[src/rbia_defines.svh]
`ifndef RBIA_DEFINES_SVH
`define RBIA_DEFINES_SVH
// pointer geometry
`define RBIA_XPTR_W      23
`define RBIA_LOW_W       16
`define RBIA_HIGH_W      7
`define RBIA_NPTR        8
`define RBIA_PSEL_W      3
// target register file: 4 accumulators, 8 auxiliaries, 4 temporaries
`define RBIA_NTGT        16
`define RBIA_TSEL_W      4
`define RBIA_TGT_W       40
`define RBIA_ACC_BASE    4'h0
`define RBIA_AUX_BASE    4'h4
`define RBIA_TMP_BASE    4'hC
`define RBIA_AUX_W       16
`define RBIA_TMP_W       16
// pointer steps
`define RBIA_STEP_ONE    23'h000001
`define RBIA_STEP_TWO    23'h000002
`define RBIA_ADDR_ONE    16'h0001
// msb of the bit index inside a 40-bit target
`define RBIA_BIT_MSB     5
// reset values
`define RBIA_XPTR_RST    23'h000000
`define RBIA_TGT_RST     40'h0000000000
`endif

[src/rbia_pkg.sv]
package rbia_pkg;
  // pointer addressing forms
  typedef enum logic [1:0] {
    RBIA_FORM_PLAIN,
    RBIA_FORM_POST_INC,
    RBIA_FORM_POST_DEC
  } rbia_form_type;
  // register-bit operations
  typedef enum logic [1:0] {
    RBIA_OP_SET,
    RBIA_OP_PAIR_TEST
  } rbia_op_type;
  // execution state
  typedef enum logic {
    RBIA_ST_IDLE,
    RBIA_ST_BUSY
  } rbia_state_type;
endpackage : rbia_pkg

[src/rbia_addr_gen.sv]
`timescale 1ns/1ps
`include "rbia_defines.svh"
// bit address and pointer update from the current pointer value
module rbia_addr_gen (
  input  wire logic [`RBIA_XPTR_W-1:0]  xptr_in,        // current extended pointer
  input  wire logic [`RBIA_LOW_W-1:0]   bsa_in,         // buffer start offset
  input  wire logic                     circ_in,        // circular addressing selected
  input  wire rbia_pkg::rbia_form_type  form_in,        // addressing form
  input  wire logic                     pair_in,        // two-bit operation
  output logic      [`RBIA_LOW_W-1:0]   bit_addr_out,   // generated bit address
  output logic      [`RBIA_XPTR_W-1:0]  next_xptr_out   // updated extended pointer
);
  logic [`RBIA_XPTR_W-1:0] step;

  // address from low word, offset only when circular
  always_comb begin
    if (circ_in) begin
      bit_addr_out = xptr_in[`RBIA_LOW_W-1:0] + bsa_in; // [RULE_02] [RULE_12] [RULE_08]
    end else begin
      bit_addr_out = xptr_in[`RBIA_LOW_W-1:0]; // [RULE_02] [RULE_12]
    end
  end

  // step of 1 or 2 by operand width
  assign step = pair_in ? `RBIA_STEP_TWO : `RBIA_STEP_ONE; // [RULE_07] [RULE_09]

  // pointer modification after use
  always_comb begin
    unique case (form_in)
      rbia_pkg::RBIA_FORM_PLAIN:    next_xptr_out = xptr_in; // [RULE_03]
      rbia_pkg::RBIA_FORM_POST_INC: next_xptr_out = xptr_in + step; // [RULE_07]
      rbia_pkg::RBIA_FORM_POST_DEC: next_xptr_out = xptr_in - step; // [RULE_09] [RULE_10]
      default:                      next_xptr_out = xptr_in;
    endcase
  end
endmodule : rbia_addr_gen

[src/rbia_core.sv]
`timescale 1ns/1ps
`include "rbia_defines.svh"
// Function
// RULE_01: pointer is 23 bits, 7-bit high part
// RULE_02: low 16 bits plus offset give address
// RULE_03: plain form leaves pointer unchanged
// RULE_04: bit set forces addressed target bit
// RULE_05: pair test reads address and address+1
// RULE_06: lower bit to flag one, upper flag two
// RULE_07: post-increment adds 1 or 2
// RULE_08: address uses pointer before its update
// RULE_09: post-decrement subtracts 1 or 2
// RULE_10: one-bit post-decrement reduces by one
// RULE_11: only accumulators, auxiliaries, temporaries targeted
// RULE_12: offset added only when circular selected
module rbia_core #(
  parameter int NPTR = `RBIA_NPTR,                       // number of pointers
  parameter int NTGT = `RBIA_NTGT                        // number of target registers
) (
  input  wire logic                     CLOCK_IN,        // cpu clock
  input  wire logic                     ARST_N_IN,       // async reset, active low
  input  wire logic                     EXEC_IN,         // instruction strobe, one cycle
  input  wire rbia_pkg::rbia_op_type    OP_IN,           // set or pair test
  input  wire rbia_pkg::rbia_form_type  FORM_IN,         // addressing form
  input  wire logic [`RBIA_PSEL_W-1:0]  PTR_SEL_IN,      // pointer select
  input  wire logic [`RBIA_TSEL_W-1:0]  TGT_SEL_IN,      // target register select
  input  wire logic                     CIRC_IN,         // circular mode for pointer
  input  wire logic [`RBIA_LOW_W-1:0]   BSA_IN,          // buffer start offset
  input  wire logic                     PTR_WR_IN,       // pointer load strobe
  input  wire logic [`RBIA_XPTR_W-1:0]  PTR_WDATA_IN,    // pointer load value
  input  wire logic                     TGT_WR_IN,       // target load strobe
  input  wire logic [`RBIA_TGT_W-1:0]   TGT_WDATA_IN,    // target load value
  input  wire logic [`RBIA_PSEL_W-1:0]  RD_PTR_SEL_IN,   // pointer readback select
  input  wire logic [`RBIA_TSEL_W-1:0]  RD_TGT_SEL_IN,   // target readback select
  output logic      [`RBIA_XPTR_W-1:0]  PTR_RDATA_OUT,   // pointer readback, registered
  output logic      [`RBIA_HIGH_W-1:0]  PTR_HIGH_OUT,    // high part of readback pointer
  output logic      [`RBIA_TGT_W-1:0]   TGT_RDATA_OUT,   // target readback, registered
  output logic      [`RBIA_LOW_W-1:0]   BIT_ADDR_OUT,    // last bit address, registered
  output logic                          FLAG1_OUT,       // first test flag
  output logic                          FLAG2_OUT,       // second test flag
  output logic                          DONE_OUT,        // execution done pulse
  output logic                          ILLEGAL_OUT      // out-of-range bit address pulse
);
  logic [`RBIA_XPTR_W-1:0] xptr [NPTR];                  // [RULE_01]
  logic [`RBIA_TGT_W-1:0]  tgt  [NTGT];                  // [RULE_11]
  logic [`RBIA_XPTR_W-1:0] cur_xptr;
  logic [`RBIA_XPTR_W-1:0] next_xptr;
  logic [`RBIA_LOW_W-1:0]  bit_addr;
  logic [`RBIA_LOW_W-1:0]  bit_addr_hi;
  logic [`RBIA_TGT_W-1:0]  cur_tgt;
  logic                    pair;
  logic                    in_range;
  logic                    first_bit;
  logic                    second_bit;

  // width of a target register by its class
  function automatic logic [`RBIA_LOW_W-1:0] tgt_width(input logic [`RBIA_TSEL_W-1:0] sel);
    if (sel < `RBIA_AUX_BASE) begin
      tgt_width = `RBIA_LOW_W'(`RBIA_TGT_W);
    end else if (sel < `RBIA_TMP_BASE) begin
      tgt_width = `RBIA_LOW_W'(`RBIA_AUX_W);
    end else begin
      tgt_width = `RBIA_LOW_W'(`RBIA_TMP_W);
    end
  endfunction : tgt_width

  // operand selection
  assign pair     = (OP_IN == rbia_pkg::RBIA_OP_PAIR_TEST);
  assign cur_xptr = xptr[PTR_SEL_IN];
  assign cur_tgt  = tgt[TGT_SEL_IN];

  rbia_addr_gen u_addr_gen (
    .xptr_in       (cur_xptr),
    .bsa_in        (BSA_IN),
    .circ_in       (CIRC_IN),
    .form_in       (FORM_IN),
    .pair_in       (pair),
    .bit_addr_out  (bit_addr),
    .next_xptr_out (next_xptr)
  );

  // second bit of a pair and range check against register width
  assign bit_addr_hi = bit_addr + `RBIA_ADDR_ONE; // [RULE_05]
  assign in_range = pair ? (bit_addr_hi < tgt_width(TGT_SEL_IN)) && (bit_addr_hi != '0)
                         : (bit_addr < tgt_width(TGT_SEL_IN)); // [RULE_11]
  assign first_bit  = in_range ? cur_tgt[bit_addr[`RBIA_BIT_MSB:0]] : 1'b0; // [RULE_05]
  assign second_bit = in_range ? cur_tgt[bit_addr_hi[`RBIA_BIT_MSB:0]] : 1'b0; // [RULE_05]

  // pointer file: load or post-modify after use
  generate
    for (genvar p = 0; p < NPTR; p++) begin : g_ptr
      always_ff @(posedge CLOCK_IN or negedge ARST_N_IN) begin
        if (!ARST_N_IN) begin
          xptr[p] <= `RBIA_XPTR_RST;
        end else if (EXEC_IN && (PTR_SEL_IN == p)) begin
          xptr[p] <= next_xptr; // [RULE_03] [RULE_07] [RULE_08] [RULE_09] [RULE_10]
        end else if (PTR_WR_IN && (PTR_SEL_IN == p)) begin
          xptr[p] <= PTR_WDATA_IN;
        end
      end
    end
  endgenerate

  // target file: load or bit set
  generate
    for (genvar t = 0; t < NTGT; t++) begin : g_tgt
      always_ff @(posedge CLOCK_IN or negedge ARST_N_IN) begin
        if (!ARST_N_IN) begin
          tgt[t] <= `RBIA_TGT_RST;
        end else if (EXEC_IN && !pair && in_range && (TGT_SEL_IN == t)) begin
          tgt[t][bit_addr[`RBIA_BIT_MSB:0]] <= 1'b1; // [RULE_04]
        end else if (TGT_WR_IN && (TGT_SEL_IN == t)) begin
          tgt[t] <= TGT_WDATA_IN;
        end
      end
    end
  endgenerate

  // test flags of status register zero
  always_ff @(posedge CLOCK_IN or negedge ARST_N_IN) begin
    if (!ARST_N_IN) begin
      FLAG1_OUT <= 1'b0;
      FLAG2_OUT <= 1'b0;
    end else if (EXEC_IN && pair && in_range) begin
      FLAG1_OUT <= first_bit; // [RULE_06]
      FLAG2_OUT <= second_bit; // [RULE_06]
    end
  end

  // status pulses and last address
  always_ff @(posedge CLOCK_IN or negedge ARST_N_IN) begin
    if (!ARST_N_IN) begin
      DONE_OUT     <= 1'b0;
      ILLEGAL_OUT  <= 1'b0;
      BIT_ADDR_OUT <= '0;
    end else begin
      DONE_OUT    <= EXEC_IN;
      ILLEGAL_OUT <= EXEC_IN && !in_range;
      if (EXEC_IN) begin
        BIT_ADDR_OUT <= bit_addr; // [RULE_08]
      end
    end
  end

  // registered readback
  always_ff @(posedge CLOCK_IN or negedge ARST_N_IN) begin
    if (!ARST_N_IN) begin
      PTR_RDATA_OUT <= `RBIA_XPTR_RST;
      TGT_RDATA_OUT <= `RBIA_TGT_RST;
    end else begin
      PTR_RDATA_OUT <= xptr[RD_PTR_SEL_IN];
      TGT_RDATA_OUT <= tgt[RD_TGT_SEL_IN];
    end
  end

  // high part split of the readback pointer
  assign PTR_HIGH_OUT = PTR_RDATA_OUT[`RBIA_XPTR_W-1:`RBIA_LOW_W]; // [RULE_01]

  // checks
  chk_plain_keeps: assert property (@(posedge CLOCK_IN) disable iff (!ARST_N_IN) // [RULE_03]
    EXEC_IN && FORM_IN == rbia_pkg::RBIA_FORM_PLAIN |=> xptr[$past(PTR_SEL_IN)] == $past(cur_xptr))
    else $error("plain form changed pointer");
  chk_inc_step: assert property (@(posedge CLOCK_IN) disable iff (!ARST_N_IN) // [RULE_07]
    EXEC_IN && FORM_IN == rbia_pkg::RBIA_FORM_POST_INC
    |=> xptr[$past(PTR_SEL_IN)] == $past(cur_xptr) + ($past(pair) ? 23'h000002 : 23'h000001))
    else $error("post increment step wrong");
  chk_dec_step: assert property (@(posedge CLOCK_IN) disable iff (!ARST_N_IN) // [RULE_09]
    EXEC_IN && FORM_IN == rbia_pkg::RBIA_FORM_POST_DEC && pair
    |=> xptr[$past(PTR_SEL_IN)] == $past(cur_xptr) - 23'h000002)
    else $error("post decrement by two wrong");
  chk_dec_one: assert property (@(posedge CLOCK_IN) disable iff (!ARST_N_IN) // [RULE_10]
    EXEC_IN && FORM_IN == rbia_pkg::RBIA_FORM_POST_DEC && !pair
    |=> xptr[$past(PTR_SEL_IN)] == $past(cur_xptr) - 23'h000001)
    else $error("post decrement by one wrong");
  chk_addr_before: assert property (@(posedge CLOCK_IN) disable iff (!ARST_N_IN) // [RULE_08]
    EXEC_IN && !CIRC_IN |=> BIT_ADDR_OUT == $past(cur_xptr[15:0]))
    else $error("address not from old pointer");
  chk_circ_offset: assert property (@(posedge CLOCK_IN) disable iff (!ARST_N_IN) // [RULE_12]
    EXEC_IN && CIRC_IN |=> BIT_ADDR_OUT == 16'($past(cur_xptr[15:0]) + $past(BSA_IN)))
    else $error("circular offset wrong");
  chk_bit_set: assert property (@(posedge CLOCK_IN) disable iff (!ARST_N_IN) // [RULE_04]
    EXEC_IN && !pair && in_range
    |=> tgt[$past(TGT_SEL_IN)] == ($past(cur_tgt) | (40'h0000000001 << $past(bit_addr[5:0]))))
    else $error("bit set wrong");
  chk_pair_flags: assert property (@(posedge CLOCK_IN) disable iff (!ARST_N_IN) // [RULE_06]
    EXEC_IN && pair && in_range
    |=> FLAG1_OUT == $past(cur_tgt[bit_addr[5:0]]) && FLAG2_OUT == $past(cur_tgt[bit_addr_hi[5:0]]))
    else $error("pair test flags wrong");
  chk_range_flag: assert property (@(posedge CLOCK_IN) disable iff (!ARST_N_IN) // [RULE_11]
    EXEC_IN && !in_range |=> ILLEGAL_OUT && $stable(FLAG1_OUT))
    else $error("out of range not flagged");
  chk_high_part: assert property (@(posedge CLOCK_IN) disable iff (!ARST_N_IN) // [RULE_01]
    1'b1 |=> PTR_HIGH_OUT == $past(xptr[RD_PTR_SEL_IN][`RBIA_XPTR_W-1:`RBIA_LOW_W]))
    else $error("high part split wrong");
endmodule : rbia_core

[config.mk]
export PLATFORM = sky130hd
export DESIGN_NAME = rbia_core
export DESIGN_NICKNAME = d
export VERILOG_FILES = /design/src/rbia_pkg.sv /design/src/rbia_addr_gen.sv /design/src/rbia_core.sv
export VERILOG_INCLUDE_DIRS = /design/src
export SDC_FILE = /design/constraint.sdc
export NUM_CORES = 2
export LEC_CHECK = 0
export BUFFER_PORTS_ARGS = -buffer_cell sky130_fd_sc_hd__buf_2
export CORE_MARGIN = 1.5
export CORE_UTILIZATION = 65
export CTS_CLUSTER_SIZE = 25
export DETAILED_ROUTE_END_ITERATION = 8
export PLACE_DENSITY_LB_ADDON = 0.3
export SETUP_SLACK_MARGIN = 0.4
export SYNTH_ARGS = -nofsm -noshare
export SYNTH_HDL_FRONTEND = slang
export SYNTH_HIERARCHICAL = 1
export SYNTH_SLANG_ARGS = --single-unit
export TNS_END_PERCENT = 50
[constraint.sdc]
create_clock -name CLOCK_IN -period 7.5 [get_ports CLOCK_IN]
set_clock_uncertainty 0.15 [all_clocks]
set_input_delay 0.375 -clock CLOCK_IN [delete_from_list [all_inputs] [get_ports CLOCK_IN]]
set_output_delay 0.375 -clock CLOCK_IN [all_outputs]
set_load 0.05 [all_outputs]
==> metrics.txt <==
status finished, violations left; failing checks design-rule violations; worst reg2reg endpoint tgt[216]$_DFFE_PN0P_; Placed Cells 5408; Syn-to-layout area delta 8.70%; FF-to-FF path depth 18; number of clock sinks 907; die height 281 µm; Total Wirelength 158 mm; antenna violations before repair 6; Clock Pin Slew Worst Setup and Hold Paths 0.06 ns; number of I/O pins 193; Initial Utilization 0.659; Tmin final 6.21 ns; Core Footprint 76200 µm²; H-tree levels 3; worst-path fanout max 80; Hold EP tgt[206]$_DFFE_PN0P_; Post-synth top flop dfrtp_1; #FFs+latches synth 907; Async SR Flop Fraction 1.00; Post-CTS Setup Bufs 0; GPL Wtd Cong 0.945; Root Driver clkbuf_16; Final setup viols 0; Setup CP Type in -> reg; arrival time at the worst endpoint 6.55 ns; Buffers on Ports 192; R2R Path Start xptr[94]$_DFFE_PN0P_; Max IR drop VDD 0.313 mV; fin. max-slew vios 0; Row Count 101; leak pwr 21.9 nW; Hold WC Path Type in -> reg; nets@finish 4613; GRT Total Usage 0.404; sequential fraction of the synthesis area 0.452; Worst-Margin Slew 1.33 ns; Initial DRC Count 6498; fill cell count 5226; Setup TNS Final 0 ns; R2R Setup Slk 1.35 ns; 1st-pass router iterations 9; Num CTS Buffers 95; max-cap violations 0; gr ovfl total 0; Distinct cells, synth 98; critical path capture point type register; area of the multi-input gates 25300 µm²; Mapped Avg Cell Area 11.0 µm²; startpoint of the worst hold path TGT_WDATA_IN[6]; share of cells above drive strength 1 0.216; die footprint 79000 µm²; placed instance area 51200 µm²; fmax 0.161 GHz; Seq. cell area 22700 µm²; final instance area 54600 µm²; number of enable flip-flop cells after synthesis 0; Slew HR 0.109; hold_buf cts 9; RSZ-0062 raised after global routing no; CTS tree built; maximum clock path buffer count 3; Power per Cell Area 335 nW/µm²; Power Total 18.3 mW; vias in the first global route 41500; cells after synthesis 4562; required time of the critical path 7.83 ns; DR vias 41900; HPWL Detailed 93.2 mm; Vias/cell 7.48; Finished Layout Cells 5596; syn nets 4691; Worst-Skew Late Latency 0.69 ns; commonest non-fill, non-tap cells in the layout a21oi_1, dfrtp_1, mux4_2, nor2_1, buf_2; synthesized cell area 50200 µm²; most common cell after layout, fill and taps aside a21oi_1; hold depth 4; period utilization 0.829; Final Util 0.717; Die X 281 µm; first-pass GRT wire length 243 mm; Final Hold Fails 0; Syn. warnings 6; crit start category primary input; Avg WL per Cell 28.3 µm; CTS resizes 0; DRC errors left 1; largest net degree at the start of global routing 176; antenna viol nets, final 0
cell usage after synthesis (23+ instances only):
master / count / share of area
a21oi_1: 1440 / 0.14
dfrtp_1: 907 / 0.45
mux4_2: 389 / 0.17
clkbuf_1: 272 / 0.020
nor2_1: 221 / 0.017
mux2i_1: 157 / 0.031
o21ai_0: 149 / 0.015
nand2_1: 146 / 0.011
buf_2: 93 / 0.0093
mux2_2: 74 / 0.017
a22oi_1: 69 / 0.010
o21ai_1: 49 / 0.0049
buf_1: 39 / 0.0029
nor3_1: 27 / 0.0027
buf_6: 26 / 0.0058
nand3_1: 26 / 0.0026
ha_1: 24 / 0.0060
inv_1: 24 / 0.0018
buf_4: 23 / 0.0034
o22ai_1: 23 / 0.0029
xor2_1: 23 / 0.0040
critical path: stages:
cell      delay, ns
buf_4          0.60
mux4_2         0.60
mux2_2         0.38
ha_1           0.38
nor2b_1        0.15
o21a_1         0.18
o21ai_1        0.21
a21oi_1        0.16
or2_2          0.32
a311oi_1       0.31
o31ai_1        0.18
or4_1          0.45
nor4_1         0.18
nand4_1        0.21
nor2_4         0.32
buf_12         0.49
o21ai_1        0.58
a21oi_1        0.37
a21oi_1        0.07
how the worst max path moves through the flow:
stage / startpoint / slack (ns) / endpoint / cells after the start
2_1_floorplan: PTR_SEL_IN[0] / 1.77 / tgt[359]$_DFFE_PN0P_ / 24
3_3_place_gp: PTR_SEL_IN[0] / 0.98 / tgt[132]$_DFFE_PN0P_ / 21
3_5_place_dp: PTR_SEL_IN[0] / 0.78 / tgt[124]$_DFFE_PN0P_ / 20
4_1_cts: PTR_SEL_IN[0] / 1.43 / tgt[216]$_DFFE_PN0P_ / 19
5_1_grt: PTR_SEL_IN[0] / 1.02 / tgt[376]$_DFFE_PN0P_ / 19
6_report: PTR_SEL_IN[0] / 1.29 / tgt[216]$_DFFE_PN0P_ / 19
stage by stage:
stage / setup slack, ns / hold slack (ns)
4_1_cts: 1.43 / 0.00143
6_report: 1.29 / 0.0141
5_1_grt: 1.02 / 0.0301
3_3_place_gp: 0.976 / 0.315
3_5_place_dp: 0.783 / 0.317
2_1_floorplan: 1.77 / -0.0706
cells by family (layout without fill, tap and decap cells):
kind of cell | Yosys count | after routing | synth area share
AND/OR/NAND/NOR | 570 | 570 | 0.0547
other | 0 | 4 | 0
adder cells (fa/ha/maj) | 26 | 26 | 0.00677
flip-flops | 907 | 907 | 0.452
AO/OA/AOI/OAI | 1894 | 1894 | 0.204
buffers and inverters | 494 | 494 | 0.0482
XOR/XNOR | 42 | 42 | 0.00732
multiplexers | 629 | 629 | 0.227
layer usage:
metal / vias up / track usage / part of all wire
met3: 763 / 0.117 / 0.13
met4: 8 / 0.227 / 0.064
met1: 20700 / 0.532 / 0.35
met2: 3270 / 0.607 / 0.45
li1: 17100 / - / -
met5: - / 0.00563 / 0.00056
sequential cells by signal, summed over array words and instances, names as in the netlist, 16 cells and up:
| name | count |
|---|---|
| tgt | 640 |
| BIT_ADDR_OUT | 16 |
| TGT_RDATA_OUT | 40 |
| PTR_RDATA_OUT | 23 |
| xptr | 184 |
power breakdown:
group	leakage, nW	switching, mW	internal, mW
Sequential	10.4	1.00	6.20
Clock	1.66	2.06	2.95
Combinational	9.84	3.61	2.45
area by class of cell:
| type | count | share of cell area |
|---|---|---|
| inverters | 25 | 0.00172 |
| clock inverters | 40 | 0.00843 |
| flip-flops and latches | 907 | 0.416 |
| repair buffers | 294 | 0.0357 |
| multi-input cells | 3161 | 0.463 |
| well taps | 1030 | 0.0236 |
| diodes | 4 | 0.000183 |
| clock buffers | 135 | 0.0521 |
No activity file was read; power rests on OpenSTA's default activity.
